$ cat config.mk
export PLATFORM = sky130hd
export DESIGN_NAME = watchdog_sleep_wake
export DESIGN_NICKNAME = d
export VERILOG_FILES = /design/src/pkg/watchdog_pkg.sv /design/src/verilog/wd_pin_sync.sv /design/src/verilog/watchdog_sleep_wake.sv
export VERILOG_INCLUDE_DIRS = /design/src /design/src/pkg
export SDC_FILE = /design/constraint.sdc
export NUM_CORES = 1
export LEC_CHECK = 0
export BUFFER_PORTS_ARGS = -buffer_cell sky130_fd_sc_hd__buf_4
export CAP_MARGIN = 5
export CELL_PAD_IN_SITES_DETAIL_PLACEMENT = 2
export CELL_PAD_IN_SITES_GLOBAL_PLACEMENT = 2
export CORE_MARGIN = 2
export CORE_UTILIZATION = 30
export CTS_BUF_LIST = sky130_fd_sc_hd__clkbuf_4 sky130_fd_sc_hd__clkbuf_8 sky130_fd_sc_hd__clkbuf_16
export DETAILED_ROUTE_END_ITERATION = 10
export PLACE_DENSITY_LB_ADDON = 0.1
export SETUP_SLACK_MARGIN = 0.2
export SYNTH_ARGS = -nofsm -noshare
export SYNTH_HDL_FRONTEND = slang
export SYNTH_SLANG_ARGS = --single-unit
$ cat constraint.sdc
create_clock -name core_clk -period 4.27 [get_ports core_clk]
set_clock_uncertainty 0.15 [all_clocks]
set_input_delay 1.0675 -clock core_clk [delete_from_list [all_inputs] [get_ports core_clk]]
set_output_delay 1.0675 -clock core_clk [all_outputs]
set_load 0.01 [all_outputs]
$ cat src/pkg/watchdog_defs.svh
`ifndef WATCHDOG_DEFS_SVH
`define WATCHDOG_DEFS_SVH

// Watchdog mode field encodings
`define WD_MODE_OFF        2'b00
`define WD_MODE_SOFT       2'b01
`define WD_MODE_AWAKE      2'b10
`define WD_MODE_ALWAYS     2'b11

// Time base: oscillator rate and base interval
`define WD_OSC_KHZ         31
`define WD_BASE_MS         1
`define WD_TICK_DIV        (`WD_OSC_KHZ * `WD_BASE_MS)
`define WD_TICK_W          5
`define WD_TICK_LAST       (5'(`WD_TICK_DIV - 1))

// Millisecond chain and period select
`define WD_MS_W            19
`define WD_PS_W            5
`define WD_PS_MAX          5'h12
`define WD_PS_RESET        5'h0B
`define WD_MS_ONE          19'h00001

// Register byte offsets
`define WD_ADDR_W          8
`define WD_OFS_CTRL        8'h00
`define WD_OFS_FLAGS       8'h04
`define WD_OFS_INTCTL      8'h08
`define WD_OFS_EVT_STAT    8'h0C
`define WD_OFS_EVT_CLR     8'h10
`define WD_OFS_EVT_EN      8'h14

// Field positions
`define WD_CTRL_SWEN_BIT   0
`define WD_CTRL_PS_LSB     1
`define WD_CTRL_PS_MSB     5
`define WD_FLAG_EXPIRY_BIT 4
`define WD_FLAG_SLEEP_BIT  3
`define WD_INT_GLOB_EN_BIT 7

// Event bits
`define WD_EVT_W           3
`define WD_EVT_RESET       0
`define WD_EVT_WAKE_TO     1
`define WD_EVT_WAKE_IRQ    2
`define WD_EVT_NONE        3'h0

`endif

$ cat src/pkg/watchdog_pkg.sv
`include "watchdog_defs.svh"

package watchdog_pkg;

  // Power state of the device
  typedef enum logic [0:0] {
    PWR_AWAKE  = 1'b0,
    PWR_ASLEEP = 1'b1
  } pwr_state_t;

  // Instruction and fault events from the core, one-cycle pulses
  typedef struct packed {
    logic clear_instr;
    logic sleep_instr;
    logic osc_fail;
  } core_evt_t;

  // Active-low status markers
  typedef struct packed {
    logic timer_expiry_marker_n;
    logic sleep_marker_n;
  } status_flags_t;

  // Software control of the watchdog
  typedef struct packed {
    logic [`WD_PS_W-1:0] timeout_period_sel;
    logic                soft_watchdog_enable;
  } wd_ctrl_t;

endpackage : watchdog_pkg

$ cat src/verilog/wd_pin_sync.sv
`timescale 1ns/1ps
`default_nettype none

// Three-stage synchroniser with agreement filter for a pin input
module wd_pin_sync (
  input  wire logic core_clk,
  input  wire logic srst,
  input  wire logic clk_en,
  input  wire logic pin_in,
  output var  logic level_out
);

  logic stage1_reg;  // Metastability catcher, read only by stage2
  logic stage2_reg;  // Second stage
  logic stage3_reg;  // Third stage

  // Shift chain
  always_ff @(posedge core_clk) begin
    if (srst) begin
      stage1_reg <= 1'b0;
      stage2_reg <= 1'b0;
      stage3_reg <= 1'b0;
    end else if (clk_en) begin
      stage1_reg <= pin_in;
      stage2_reg <= stage1_reg;
      stage3_reg <= stage2_reg;
    end
  end

  // Output follows only once the last two stages agree
  always_ff @(posedge core_clk) begin
    if (srst) begin
      level_out <= 1'b0;
    end else if (clk_en && (stage2_reg == stage3_reg)) begin
      level_out <= stage3_reg;
    end
  end

endmodule : wd_pin_sync

`default_nettype wire

$ cat src/verilog/watchdog_sleep_wake.sv
`timescale 1ns/1ps
`default_nettype none

// Function
// - Awake timeout without clear resets the device
// - Time base from slow oscillator, 1 ms
// - Mode 00 keeps watchdog always off
// - Mode 11 runs always, even asleep
// - Mode 10 runs awake, stops asleep
// - Mode 01 follows software enable bit
// - Period select sets 1 ms to 262144 ms
// - Period select resets to two seconds
// - Clears on reset, clear, sleep, wake, fail, disable
// - Oscillator divider change leaves count alone
// - Sleep entry clears, then keeps counting if enabled
// - Timeout asleep wakes device, updates both flags
// - Pending interrupt turns sleep into no-op
// - Interrupt during sleep wakes, clears, sets flags

`include "watchdog_defs.svh"

module watchdog_sleep_wake
  import watchdog_pkg::*;
(
  input  wire logic                   core_clk,
  input  wire logic                   srst,
  input  wire logic                   clk_en,
  input  wire logic                   psel,
  input  wire logic                   penable,
  input  wire logic                   pwrite,
  input  wire logic [`WD_ADDR_W-1:0]  paddr,
  input  wire logic [31:0]            pwdata,
  output var  logic [31:0]            prdata,
  output var  logic                   pready,
  output var  logic                   pslverr,
  input  wire logic                   low_freq_osc,
  input  wire logic [1:0]             watchdog_mode_sel,
  input  wire core_evt_t              core_evt,
  input  wire logic                   irq_pending,
  output var  logic                   device_reset_req,
  output var  logic                   wake_pulse,
  output var  logic                   asleep,
  output var  logic                   irq
);

  wd_ctrl_t                ctrl_reg;       // Software control word
  status_flags_t           flags_reg;      // Expiry and sleep markers
  logic                    global_irq_enable_reg;  // Global interrupt enable
  logic [`WD_EVT_W-1:0]    evt_stat_reg;   // Sticky event bits
  logic [`WD_EVT_W-1:0]    evt_en_reg;     // Event enables
  logic [`WD_EVT_W-1:0]    evt_set;        // Events this cycle
  pwr_state_t              pwr_reg;        // Awake or asleep
  logic [`WD_TICK_W-1:0]   tick_cnt_reg;   // Oscillator edges in this ms
  logic [`WD_MS_W-1:0]     ms_cnt_reg;     // Elapsed ms ticks
  logic [`WD_MS_W-1:0]     ms_limit;       // Last count before expiry
  logic [`WD_PS_W-1:0]     ps_eff;         // Period select, clamped
  logic                    osc_level;      // Filtered oscillator level
  logic                    osc_prev_reg;   // Previous filtered level
  logic                    osc_rise;       // Rising oscillator edge
  logic                    ms_tick;        // End of one base interval
  logic                    run;            // Watchdog is counting
  logic                    expire;         // Count reached the period
  logic                    sleep_enter;    // Sleep really executes
  logic                    wake_irq;       // Wake by interrupt
  logic                    wd_clear;       // Any clearing condition
  logic                    setup_ph;       // APB setup cycle
  logic                    wr_en;          // APB write access
  logic                    addr_hit;       // Decoded offset exists
  logic                    bad_addr_reg;   // Latched decode miss
  logic [31:0]             rd_mux;         // Read value of the address

  // Oscillator pin enters through the synchroniser
  wd_pin_sync u_osc_sync (
    .core_clk  (core_clk),
    .srst      (srst),
    .clk_en    (clk_en),
    .pin_in    (low_freq_osc),
    .level_out (osc_level)
  );

  // Edge detector on the filtered oscillator level
  always_ff @(posedge core_clk) begin
    if (srst) begin
      osc_prev_reg <= 1'b0;
    end else if (clk_en) begin
      osc_prev_reg <= osc_level;
    end
  end

  assign osc_rise = osc_level & ~osc_prev_reg;
  assign asleep   = (pwr_reg == PWR_ASLEEP);

  // Enable by mode, sleep state and software bit
  always_comb begin
    case (watchdog_mode_sel)
      `WD_MODE_ALWAYS: run = 1'b1;
      `WD_MODE_AWAKE:  run = ~asleep;
      `WD_MODE_SOFT:   run = ctrl_reg.soft_watchdog_enable;
      `WD_MODE_OFF:    run = 1'b0;
      default:         run = 1'b0;
    endcase
  end

  // Period select beyond the longest period clamps to it
  assign ps_eff   = (ctrl_reg.timeout_period_sel > `WD_PS_MAX) ? `WD_PS_MAX : ctrl_reg.timeout_period_sel;
  // Period is two to the power of the select, in ms
  assign ms_limit = (`WD_MS_ONE << ps_eff) - `WD_MS_ONE;

  // One base interval is a fixed count of oscillator edges
  assign ms_tick = run & osc_rise & (tick_cnt_reg == `WD_TICK_LAST);
  assign expire  = ms_tick & (ms_cnt_reg == ms_limit);

  // Sleep executes only with no interrupt already pending
  assign sleep_enter = ~asleep & core_evt.sleep_instr & ~irq_pending;
  assign wake_irq    = asleep & irq_pending & ~expire;

  // Every condition that restarts the count; divider changes are not one
  assign wd_clear = ~run | core_evt.clear_instr | core_evt.osc_fail |
                    sleep_enter | wake_irq | expire;

  // Prescaler and ms counter
  always_ff @(posedge core_clk) begin
    if (srst) begin
      tick_cnt_reg <= '0;
      ms_cnt_reg   <= '0;
    end else if (clk_en) begin
      if (wd_clear) begin
        tick_cnt_reg <= '0;
        ms_cnt_reg   <= '0;
      end else if (ms_tick) begin
        tick_cnt_reg <= '0;
        ms_cnt_reg   <= ms_cnt_reg + `WD_MS_ONE;
      end else if (osc_rise) begin
        tick_cnt_reg <= tick_cnt_reg + 5'h01;
      end
    end
  end

  // Power state: sleep entry, then wake on timeout or interrupt
  always_ff @(posedge core_clk) begin
    if (srst) begin
      pwr_reg <= PWR_AWAKE;
    end else if (clk_en) begin
      case (pwr_reg)
        PWR_AWAKE: begin
          if (sleep_enter) begin
            pwr_reg <= PWR_ASLEEP;
          end
        end
        PWR_ASLEEP: begin
          if (expire || irq_pending) begin
            pwr_reg <= PWR_AWAKE;
          end
        end
        default: pwr_reg <= PWR_AWAKE;
      endcase
    end
  end

  // Reset request and wake pulse, one cycle each
  always_ff @(posedge core_clk) begin
    if (srst) begin
      device_reset_req <= 1'b0;
      wake_pulse       <= 1'b0;
    end else if (clk_en) begin
      device_reset_req <= expire & ~asleep;
      wake_pulse       <= asleep & (expire | irq_pending);
    end else begin
      device_reset_req <= 1'b0;
      wake_pulse       <= 1'b0;
    end
  end

  // Status markers, active low; timeout takes priority
  always_ff @(posedge core_clk) begin
    if (srst) begin
      flags_reg <= '{timer_expiry_marker_n: 1'b1, sleep_marker_n: 1'b1};
    end else if (clk_en) begin
      if (expire && asleep) begin
        flags_reg.timer_expiry_marker_n <= 1'b0;
        flags_reg.sleep_marker_n        <= 1'b0;
      end else if (expire) begin
        flags_reg.timer_expiry_marker_n <= 1'b0;
      end else if (wake_irq) begin
        flags_reg.timer_expiry_marker_n <= 1'b1;
        flags_reg.sleep_marker_n        <= 1'b0;
      end else if (sleep_enter) begin
        flags_reg.timer_expiry_marker_n <= 1'b1;
        flags_reg.sleep_marker_n        <= 1'b0;
      end else if (core_evt.clear_instr) begin
        flags_reg.timer_expiry_marker_n <= 1'b1;
        flags_reg.sleep_marker_n        <= 1'b1;
      end
    end
  end

  // APB phase decode; the slave never inserts wait states
  assign setup_ph = psel & ~penable;
  assign wr_en    = psel & penable & pwrite;
  assign pready   = 1'b1;
  assign pslverr  = psel & penable & bad_addr_reg;

  // Offset decode
  always_comb begin
    addr_hit = 1'b1;
    rd_mux   = 32'h0000_0000;
    case (paddr)
      `WD_OFS_CTRL: begin
        rd_mux[`WD_CTRL_PS_MSB:`WD_CTRL_PS_LSB] = ctrl_reg.timeout_period_sel;
        rd_mux[`WD_CTRL_SWEN_BIT]               = ctrl_reg.soft_watchdog_enable;
      end
      `WD_OFS_FLAGS: begin
        rd_mux[`WD_FLAG_EXPIRY_BIT] = flags_reg.timer_expiry_marker_n;
        rd_mux[`WD_FLAG_SLEEP_BIT]  = flags_reg.sleep_marker_n;
      end
      `WD_OFS_INTCTL:   rd_mux[`WD_INT_GLOB_EN_BIT] = global_irq_enable_reg;
      `WD_OFS_EVT_STAT: rd_mux[`WD_EVT_W-1:0]     = evt_stat_reg;
      `WD_OFS_EVT_CLR:  rd_mux                    = 32'h0000_0000;
      `WD_OFS_EVT_EN:   rd_mux[`WD_EVT_W-1:0]     = evt_en_reg;
      default:          addr_hit                  = 1'b0;
    endcase
  end

  // Read data and decode result are captured in the setup cycle
  always_ff @(posedge core_clk) begin
    if (srst) begin
      prdata       <= 32'h0000_0000;
      bad_addr_reg <= 1'b0;
    end else if (clk_en && setup_ph) begin
      prdata       <= pwrite ? 32'h0000_0000 : rd_mux;
      bad_addr_reg <= ~addr_hit;
    end
  end

  // Control register writes
  always_ff @(posedge core_clk) begin
    if (srst) begin
      ctrl_reg <= '{timeout_period_sel: `WD_PS_RESET, soft_watchdog_enable: 1'b0};
      global_irq_enable_reg <= 1'b0;
    end else if (clk_en && wr_en) begin
      if (paddr == `WD_OFS_CTRL) begin
        ctrl_reg.timeout_period_sel   <= pwdata[`WD_CTRL_PS_MSB:`WD_CTRL_PS_LSB];
        ctrl_reg.soft_watchdog_enable <= pwdata[`WD_CTRL_SWEN_BIT];
      end
      if (paddr == `WD_OFS_INTCTL) begin
        global_irq_enable_reg <= pwdata[`WD_INT_GLOB_EN_BIT];
      end
    end
  end

  // Event sources
  assign evt_set[`WD_EVT_RESET]    = expire & ~asleep;
  assign evt_set[`WD_EVT_WAKE_TO]  = expire & asleep;
  assign evt_set[`WD_EVT_WAKE_IRQ] = wake_irq;

  // Sticky events; a new event wins over a clear in the same cycle
  always_ff @(posedge core_clk) begin
    if (srst) begin
      evt_stat_reg <= `WD_EVT_NONE;
    end else if (clk_en) begin
      if (wr_en && (paddr == `WD_OFS_EVT_CLR)) begin
        evt_stat_reg <= (evt_stat_reg & ~pwdata[`WD_EVT_W-1:0]) | evt_set;
      end else begin
        evt_stat_reg <= evt_stat_reg | evt_set;
      end
    end
  end

  // Event enable register
  always_ff @(posedge core_clk) begin
    if (srst) begin
      evt_en_reg <= `WD_EVT_NONE;
    end else if (clk_en && wr_en && (paddr == `WD_OFS_EVT_EN)) begin
      evt_en_reg <= pwdata[`WD_EVT_W-1:0];
    end
  end

  // Level interrupt while any enabled event is pending
  assign irq = |(evt_stat_reg & evt_en_reg);
endmodule : watchdog_sleep_wake

`default_nettype wire

## Word-level counts from Yosys, hierarchy flattened

Index checks and enable logic that the tools add are counted.
W data, S select, Z words.

| word-level totals | value |
|---|---|
| bits of input ports | 53 |
| flip-flop bits (word level) | 80 |
| output and inout port bits | 38 |

| operators by class | value |
|---|---|
| multiplexer cells | 23 |
| equal/unequal tests | 12 |
| shift operators | 1 |
| reduce and logical (&&, ||, !) cells | 22 |
| $lt $le $gt $ge | 1 |
| bitwise gates (word level) | 34 |
| $add $sub $neg | 3 |

Operators by type and width:

| kind | number |
|---|---|
| $mux W19 | 2 |
| $mux W5 | 4 |
| $add A19 B1 Y19 const B | 1 |
| $eq A19 B19 Y1 | 1 |
| $shl A1 B5 Y19 const A | 1 |
| $sub A19 B1 Y19 const B | 1 |
| $eq A8 B4 Y1 const B | 2 |
| $eq A8 B5 Y1 const B | 2 |
| $and A1 B1 Y1 | 15 |
| $reduce_and A2 Y1 | 5 |
| $pmux W3 S3 | 1 |
| $eq A8 B3 Y1 const B | 1 |
| $logic_not A8 Y1 | 1 |
| $mux W2 | 4 |
| $mux W8 | 1 |
| $not A1 Y1 | 8 |
| $mux W1 | 7 |
| $and A3 B3 Y3 | 2 |
| $logic_and A1 B1 Y1 | 6 |
| $or A1 B1 Y1 | 6 |
| $or A3 B3 Y3 | 2 |
| $reduce_or A6 Y1 | 1 |
| $add A5 B1 Y5 const B | 1 |
| $eq A5 B5 Y1 const B | 1 |
| other kinds (19) | 20 |

## Longest topological paths before layout

Gate-level depths: netlist (run 1).

| depth | value |
|---|---|
| depth after elaboration | 12 |
| depth in mapped cells | 15 |
| depth with buffers taken out | 11 |

## Modules after synthesis

From an unflattened synthesis (run 1), not the netlist that was laid out.

| second synthesis, totals | value |
|---|---|
| cell total of the unflattened synthesis | 436 |
| area, all modules | 3,520.9 um2 |

Modules (own cells, without submodules):

| module | times used | cells each | sequential area each (um2) | area each (um2) |
|---|---|---|---|---|
| watchdog_sleep_wake | 1 | 420 | 1,021.0 | 3,349.5 |
| wd_pin_sync | 1 | 16 | 80.1 | 171.4 |

## Least setup slack after synthesis (run 1)

Ideal clock, no wire load.

| path | value |
|---|---|
| path kind | register to register |
| start | register ctrl_reg[3] in the netlist's numbering |
| end | register ms_cnt_reg[0] |
| cell stages (with the launch flop) | 14 |
| library setup time | 0.071 ns |
| path slack | 1.118 ns |
| required time | 4.049 ns |
| period minus slack after synthesis | 3.152 ns |
| arrival | 2.931 ns |
| cell sequence | dfxtp_1 buf_2 nor3_1 nand2_1 ha_1 clkbuf_1 mux2_2 a2bb2oi_1 xor2_1 nand4b_1 and4bb_1 buf_6 or4b_1 a21oi_1 |

| between the ends | value |
|---|---|
| word-level cells in the longest chain between the ends | 12 |
| elaborated cells between the ends (all ways) | 13 |
| those cells by class | 1 x add/sub; 1 x order compare; 1 x eq/ne; 1 x shift; 2 x mux; 5 x bitwise; 2 x reduce/logical |

RTL lines:

| what | line | source |
|---|---|---|
| start: declaration | watchdog_sleep_wake.sv:46 | `wd_ctrl_t ctrl_reg;` |
| start signal: assignment | watchdog_sleep_wake.sv:238 | `` ctrl_reg <= '{timeout_period_sel: `WD_PS_RESET, soft_watchdog_enable: 1'b0}; `` |
| $gt A5 B5 Y1 (no source line) | - |  |
| $mux W5 * | watchdog_sleep_wake.sv:105 | `` assign ps_eff = (ctrl_reg.timeout_period_sel > `WD_PS_MAX) ? `WD_PS_MAX : ctrl_reg.timeout_period_sel; `` |
| $shl A1 B5 Y19 (no source line) * | - |  |
| $sub A19 B1 Y19 (no source line) * | - |  |
| $eq A19 B19 Y1 * | watchdog_sleep_wake.sv:111 | `assign expire = ms_tick & (ms_cnt_reg == ms_limit);` |
| $and A1 B1 Y1 * | watchdog_sleep_wake.sv:111 |  |
| $not A1 Y1 | watchdog_sleep_wake.sv:115 | `assign wake_irq = asleep & irq_pending & ~expire;` |
| $and A1 B1 Y1 | watchdog_sleep_wake.sv:115 |  |
| $or A1 B1 Y1 | watchdog_sleep_wake.sv:119 | `sleep_enter \| wake_irq \| expire;` |
| $or A1 B1 Y1 * | watchdog_sleep_wake.sv:119 |  |
| $reduce_bool A2 Y1 (no source line) | - |  |
| $reduce_and A2 Y1 (no source line) | - |  |
| end signal: assignment | watchdog_sleep_wake.sv:132 | `` ms_cnt_reg <= ms_cnt_reg + `WD_MS_ONE; `` |
| end: declaration | watchdog_sleep_wake.sv:54 | `` logic [`WD_MS_W-1:0] ms_cnt_reg; `` |

Mark *: on every way between the ends. The rest lies on a longest branch, timed or not.
A chain may end at the register's enable or synchronous reset.

## Worst setup path after layout (run 1)

| path | value |
|---|---|
| start | register ctrl_reg[5] in the netlist's numbering |
| end | register flags_reg[0] in the netlist's numbering |

| between the ends | value |
|---|---|
| word-level cells in the longest chain between the ends | 11 |
| elaborated cells between the ends (all ways) | 15 |
| those cells by class | 1 x add/sub; 1 x order compare; 2 x eq/ne; 1 x shift; 4 x mux; 3 x bitwise; 3 x reduce/logical |

RTL lines:

| what | line | source |
|---|---|---|
| $gt A5 B5 Y1 (no source line) | - |  |
| $mux W5 * | watchdog_sleep_wake.sv:105 |  |
| $shl A1 B5 Y19 (no source line) * | - |  |
| $sub A19 B1 Y19 (no source line) * | - |  |
| $eq A19 B19 Y1 * | watchdog_sleep_wake.sv:111 |  |
| $and A1 B1 Y1 * | watchdog_sleep_wake.sv:111 |  |
| $not A1 Y1 | watchdog_sleep_wake.sv:115 |  |
| $and A1 B1 Y1 | watchdog_sleep_wake.sv:115 |  |
| $mux W2 | watchdog_sleep_wake.sv:184 | `end else if (wake_irq) begin` |
| $mux W1 | watchdog_sleep_wake.sv:182 | `end else if (expire) begin` |
| $mux W2 | watchdog_sleep_wake.sv:179 | `if (expire && asleep) begin` |
| end signal: assignment | watchdog_sleep_wake.sv:177 | `flags_reg <= '{timer_expiry_marker_n: 1'b1, sleep_marker_n: 1'b1};` |
| end: declaration | watchdog_sleep_wake.sv:47 | `status_flags_t flags_reg;` |

Mark *: on every way between the ends. The rest lies on a longest branch, timed or not. The select of a mux whose other input is x is not followed.

==> metrics.md, run 1 <==
| Metric | Value |
|---|---|
| Run status | `complete, no violations` |
| Maxcap violations | `0` |
| M3 GR Usage | `0.0334` |
| Placer Congestion | `0.745` |
| Antenna violations before repair | `0` |
| TritonCTS Buffers | `5` |
| Worst r2r path cells | `11` |
| Tmin final | `3.63 ns` |
| Clock transition at path regs | `0.08 ns` |
| Row cnt | `39` |
| GRT Residual Overflow | `0` |
| Worst endpoint data arrival time | `3.69 ns` |
| Setup CP Type | `flip-flop to flip-flop` |
| Slew of the pin with the lowest slew margin | `0.779 ns` |
| Drt initial violations | `76` |
| Die height | `111 µm` |
| Max reg flops | `19` |
| DRC violations left | `0` |
| Overall Global Routing Usage | `0.170` |
| Final Max Tran Viols | `0` |
| Flop2flop setup slack | `0.64 ns` |
| Max Root-Sink Buffers | `2` |
| Full die area | `12,300 µm²` |
| Reg2Reg Launch Point | `ctrl_reg[5]` |
| Layout Cell Area excl Fill | `3890 µm²` |
| Pwr dens | `267 nW/µm²` |
| DP Wirelength | `7690 µm` |
| 1st-pass router iterations | `4` |
| Core footprint | `11,300 µm²` |
| Leak Pwr | `1.50 nW` |
| CTS tree | `yes` |
| Initial Util | `0.304` |
| Count of boundary I/O pins | `91` |
| Worst Setup EP | `flags_reg[0]` |
| Post-Syn Instances | `435` |
| # clock sinks | `55` |
| # hold bufs at CTS | `0` |
| Post-cts resize count | `0` |
| Critical path required time | `4.33 ns` |
| Maximum vdd drop | `134 µV` |
| Max Freq | `276 MHz` |
| Number of synthesized register bits | `55` |
| ANT cells | `0` |
| Seq/Total Area, Yosys | `0.321` |
| Mean Syn Cell Area | `7.89 µm²` |
| Async SR Flop Fraction | `0` |
| RSZ-0062 raised after global routing | `false` |
| Post-DRT Antenna Nets | `0` |
| Hold Fails Final Rpt | `0` |
| Yosys Warn Count | `0` |
| R2R Path End | `flags_reg[0]` |
| Largest net degree at the start of global routing | `35` |
| Layout cell share with drive strength beyond 1 | `0.134` |
| Top Usage Layer GRT | `met2` |
| Worst skew pair latency | `0.31 ns` |
| Port bufs | `39` |
| Hold Path Class | `flip-flop to flip-flop` |
| Synth Cell Area | `3430 µm²` |
| Post-CTS setup buffers | `0` |
| CP Capture Type | `flip-flop` |
| Global-route wire length before repair | `17,100 µm` |
| Die Width | `111 µm` |
| Slew Limit Headroom | `0.479` |
| Routed wire length | `10,300 µm` |
| Fin nets | `520` |
| Placed cell areas | `3740 µm²` |
| Final setup fails | `0` |
| Most used DFF post-synth | `dfxtp_1` |
| DR WL/cell | `17.0 µm` |
| # H-tree levels | `2` |
| Vias in the first global route | `3,270` |
| M1 GR Usage | `0.225` |
| Critical path fanouts, max | `14` |
| Setup tns final | `0 ns` |
| Met2 Use GR | `0.290` |
| Distinct cells, synth | `64` |
| Critical Path Start Type | `flip-flop` |
| CTS root buffer | `clkbuf_16` |
| CP Launch Point | `ctrl_reg[5]` |
| Via Count | `3,145` |
| Via density per instance | `5.18` |
| EDFF count, synth | `0` |
| Period utilization | `0.850` |
| Area growth from synthesis to layout | `13.3%` |
==> worst min path at each step <==
stage	to	cells after the start	from
CTS	prdata[3]	2	prdata[3]
detailed placement	prdata[3]	2	prdata[3]
finish	tick_cnt_reg[3]	1	tick_cnt_reg[3]
global route	prdata[7]	2	prdata[7]
floorplan	tick_cnt_reg[3]	1	tick_cnt_reg[3]
global placement	prdata[7]	2	prdata[7]
==> critical path, cell delays in order, from the launching register on <==
cell	delay [ns]
dfxtp_1	0.35
nor2_1	0.32
nand2_1	0.16
ha_1	0.40
or4_1	0.46
a21o_1	0.21
nand3_1	0.07
nor3b_1	0.38
nand2_1	0.09
and4bb_1	0.48
o211ai_1	0.17
a211o_1	0.29
==> placed cells by master, fill, tap and decap left out, types with 11 or more instances in the layout <==
| cell type | instances |
|---|---|
| buf_4 | 47 |
| xor2_1 | 15 |
| mux2i_1 | 14 |
| o21ai_0 | 13 |
| a21oi_1 | 22 |
| dfxtp_1 | 55 |
| conb_1 | 26 |
| nor2_1 | 58 |
| nand2_1 | 48 |
| nand3_1 | 16 |
| inv_1 | 11 |
==> cells by family after synthesis <==
| group | Yosys count | share of synthesized area |
|---|---|---|
| flops | 55 | 0.321 |
| compound gates | 81 | 0.156 |
| xor+xnor | 26 | 0.0744 |
| simple gates | 191 | 0.283 |
| other cells | 2 | 0.00219 |
| buf+inv | 61 | 0.105 |
| fa+ha+maj | 4 | 0.0146 |
| mux | 15 | 0.0441 |
==> area by class of cell <==
class                   count  area [µm²]
well taps                 143         179
multi-input cells         343        2060
flip-flops and latches     55        1100
fillers                  1341        7380
clock buffers               5         125
inverters                  11        41.3
repair buffers             47         353
clock inverters             3        28.8
==> metal layers <==
layer  vias up  wire, µm
met5         -         0
met4         0        95
met3         6       258
met2        33      5040
met1      1574      4910
li1       1532         -
==> report_power, final <==
group / leakage, nW / switching, mW / internal, mW / total [mW]
Clock: 0.0759 / 0.220 / 0.225 / 0.444
Sequential: 0.444 / 0.00378 / 0.516 / 0.520
Combinational: 0.985 / 0.0483 / 0.0277 / 0.0760
Total: 1.50 / 0.272 / 0.768 / 1.04
==> synthesized netlist by cell type (2+ instances only) <==
cell type	number	share of area
nor2_1	58	0.063
dfxtp_1	55	0.32
nand2_1	48	0.052
buf_4	27	0.059
a21oi_1	22	0.032
nand3_1	16	0.023
xor2_1	15	0.038
mux2i_1	14	0.041
o21ai_0	13	0.019
clkbuf_1	11	0.012
inv_1	11	0.012
nand4_1	10	0.018
nor3_1	9	0.013
xnor2_1	9	0.023
a22oi_1	8	0.017
buf_2	8	0.012
nor4_1	8	0.015
nand2b_1	7	0.013
and3_1	6	0.011
a31oi_1	5	0.0091
a211oi_1	4	0.0087
a21o_1	4	0.0087
and4_1	4	0.010
ha_1	4	0.015
and2_1	3	0.0055
nor3b_1	3	0.0066
o211ai_1	3	0.0066
o31ai_1	3	0.0066
or3_1	3	0.0055
a211o_1	2	0.0051
a2bb2oi_1	2	0.0051
buf_1	2	0.0022
conb_1	2	0.0022
nand4b_1	2	0.0051
nor2b_1	2	0.0036
o21bai_1	2	0.0044
or4_1	2	0.0044
xnor3_1	2	0.013
==> through the flow <==
stage | total power, mW | util | hold WS [ns] | std cells | worst slack, ns
floorplan | 0.591 | - | 0.275 | 459 | 1.12
global placement | 0.606 | 0.331 | 0.298 | 599 | 0.716
detailed placement | 0.608 | 0.331 | 0.304 | 599 | 0.637
CTS | 1.06 | 0.345 | 0.316 | 607 | 0.609
global route | 1.09 | 0.345 | 0.340 | 607 | 0.312
finish | 1.04 | 0.345 | 0.313 | 607 | 0.641
(Power assumes the default switching activity.)
==> run 2: changes to the inputs <==
CORE_UTILIZATION = 27   (was 30)
clock period = 3.3 ns   (was 4.27 ns; I/O delays follow)
==> run 2 against run 1 <==
Maximum frequency is 16% higher. Routed wire length increased by 6.2%. Core utilization down 0.64 points. Setup slack worse by 0.47 ns. Register-to-register slack got worse by 0.47 ns. Worst hold slack got worse by 0.0033 ns.
==> metrics.md, run 2 (synthesized netlist as in run 1, its figures left out) <==
| Metric | Value |
|---|---|
| Run status | `complete, no violations` |
| # hold bufs at CTS | `0` |
| DP Wirelength | `8060 µm` |
| Fill cells | `1,483` |
| Post-DRT Antenna Nets | `0` |
| Count of boundary I/O pins | `91` |
| Via density per instance | `4.90` |
| Period utilization | `0.950` |
| CTS root buffer | `clkbuf_16` |
| Highest routed layer | `met4` |
| Full die area | `13,600 µm²` |
| Slew Limit Headroom | `0.507` |
| Routed length on met1 | `5150 µm` |
| CTS tree | `yes` |
| Area growth from synthesis to layout | `23.5%` |
| Placed Cells | `642` |
| Tmin final | `3.13 ns` |
| Routed wire length | `10,900 µm` |
| Max Freq | `319 MHz` |
| Global-route wire length before repair | `17,400 µm` |
| Via Count | `3,226` |
| DRC violations left | `0` |
| Final setup fails | `0` |
| Vias in the first global route | `3,304` |
| Highest-count cells in the layout ignoring fill and taps | `66 x buf_4, 57 x nor2_1, 53 x dfxtp_1` |
| Maximum vdd drop | `172 µV` |
| Worst skew pair latency | `0.31 ns` |
| Worst endpoint data arrival time | `3.24 ns` |
| GRT Residual Overflow | `0` |
| Clock transition at path regs | `0.08 ns` |
| Layout cell share with drive strength beyond 1 | `0.228` |
| Initial Util | `0.274` |
| Commonest non-fill, non-tap cell in the layout | `buf_4` |
| Row cnt | `41` |
| Pwr dens | `317 nW/µm²` |
| RSZ-0062 raised after global routing | `true` |
| Port bufs | `39` |
| Max reg flops | `19` |
| Setup CP Type | `flip-flop to flip-flop` |
| Flop2flop setup slack | `0.17 ns` |
| Leak Pwr | `1.62 nW` |
| Finished Layout Cells | `659` |
| CP Capture Type | `flip-flop` |
| Final Max Tran Viols | `0` |
| DR WL/cell | `16.6 µm` |
| # clock sinks | `55` |
| Met3 WL | `290 µm` |
| Fin nets | `543` |
| Critical path fanouts, max | `7` |
| Die Width | `117 µm` |
| ANT cells | `0` |
| Overall Global Routing Usage | `0.166` |
| 1st-pass router iterations | `4` |
| Met2 Routed Length | `5320 µm` |
| Hold Fails Final Rpt | `0` |
| Antenna violations before repair | `0` |
| Critical Path Start Type | `flip-flop` |
| Setup tns final | `0 ns` |
| Hold Path Class | `flip-flop to flip-flop` |
| Placer Congestion | `0.830` |
| Drt initial violations | `74` |
| Slew of the pin with the lowest slew margin | `0.733 ns` |
| # H-tree levels | `2` |
| Die height | `117 µm` |
| Core footprint | `12,500 µm²` |
| Maxcap violations | `0` |
| Max Root-Sink Buffers | `2` |
| Critical path required time | `3.40 ns` |
| TritonCTS Buffers | `5` |
| Largest net degree at the start of global routing | `35` |
[run 2: cell count changes in the layout (fill, tap and decap cells not counted), sizes merged]
cell,change
clkinv,-1
clkinvlp,+2
inv,-1
buf,+23
[run 2: critical path, cell delays in order, from the launching register on]
cell and delay, ns:
dfxtp_2 0.34, nor3_4 0.30, nand3_2 0.15, ha_4 0.20
or4_1 0.39, a21o_1 0.19, a21oi_2 0.16, nor3b_2 0.06
buf_4 0.14, nand2_2 0.06, and4bb_1 0.20, buf_6 0.14
or4b_4 0.48, a21oi_2 0.13
[run 2: area by class of cell]
class	count	area, µm²	share of cell area
Multi-Input combinational cell	343	2180	0.514
Clock buffer	5	125	0.0295
Tap cell	172	215	0.0508
Timing Repair Buffer	70	549	0.130
Inverter	11	45.0	0.0106
Clock inverter	3	23.8	0.00561
Sequential cell	55	1100	0.260
[run 2: per-stage QoR]
step,cell area [µm²],power [mW],utilization,setup slack [ns],hold WS [ns]
after floorplan,3530,0.764,-,0.268,0.275
after global placement,3890,0.788,0.311,0.0683,0.295
after detailed placement,3890,0.789,0.311,0.0297,0.306
after CTS,4080,1.37,0.326,0.192,0.317
after global routing,4240,1.41,0.339,0.0340,0.332
final,4240,1.34,0.339,0.166,0.310
[run 2: routing by layer]
metal  up-vias  GRT usage
met5         -          0
met4         0     0.0486
met3        14     0.0337
met2        35      0.273
met1      1600      0.220
li1       1577          -
[run 2: report_power, final]
group | internal, mW | switching (mW) | leakage (nW) | total, mW
registers | 0.667 | 0.00484 | 0.443 | 0.672
logic | 0.0380 | 0.0626 | 1.10 | 0.101
clock network | 0.287 | 0.284 | 0.0717 | 0.571
[run 2: timing repair]
action / CTS / global route
setup buffers: 1 / 8
pin swaps: 6 / 17
gates resized for setup: 7 / 25
setup endpoints to repair: 26 / 26
[run 2: worst paths after layout]
check	start	endpoint	cells after the start
worst min-delay path	prdata[5]	prdata[5]	2
worst max register to register	ctrl_reg[2]	ms_cnt_reg[0]	13
worst max-delay path	ctrl_reg[2]	ms_cnt_reg[0]	13
worst min register to register	prdata[5]	prdata[5]	2
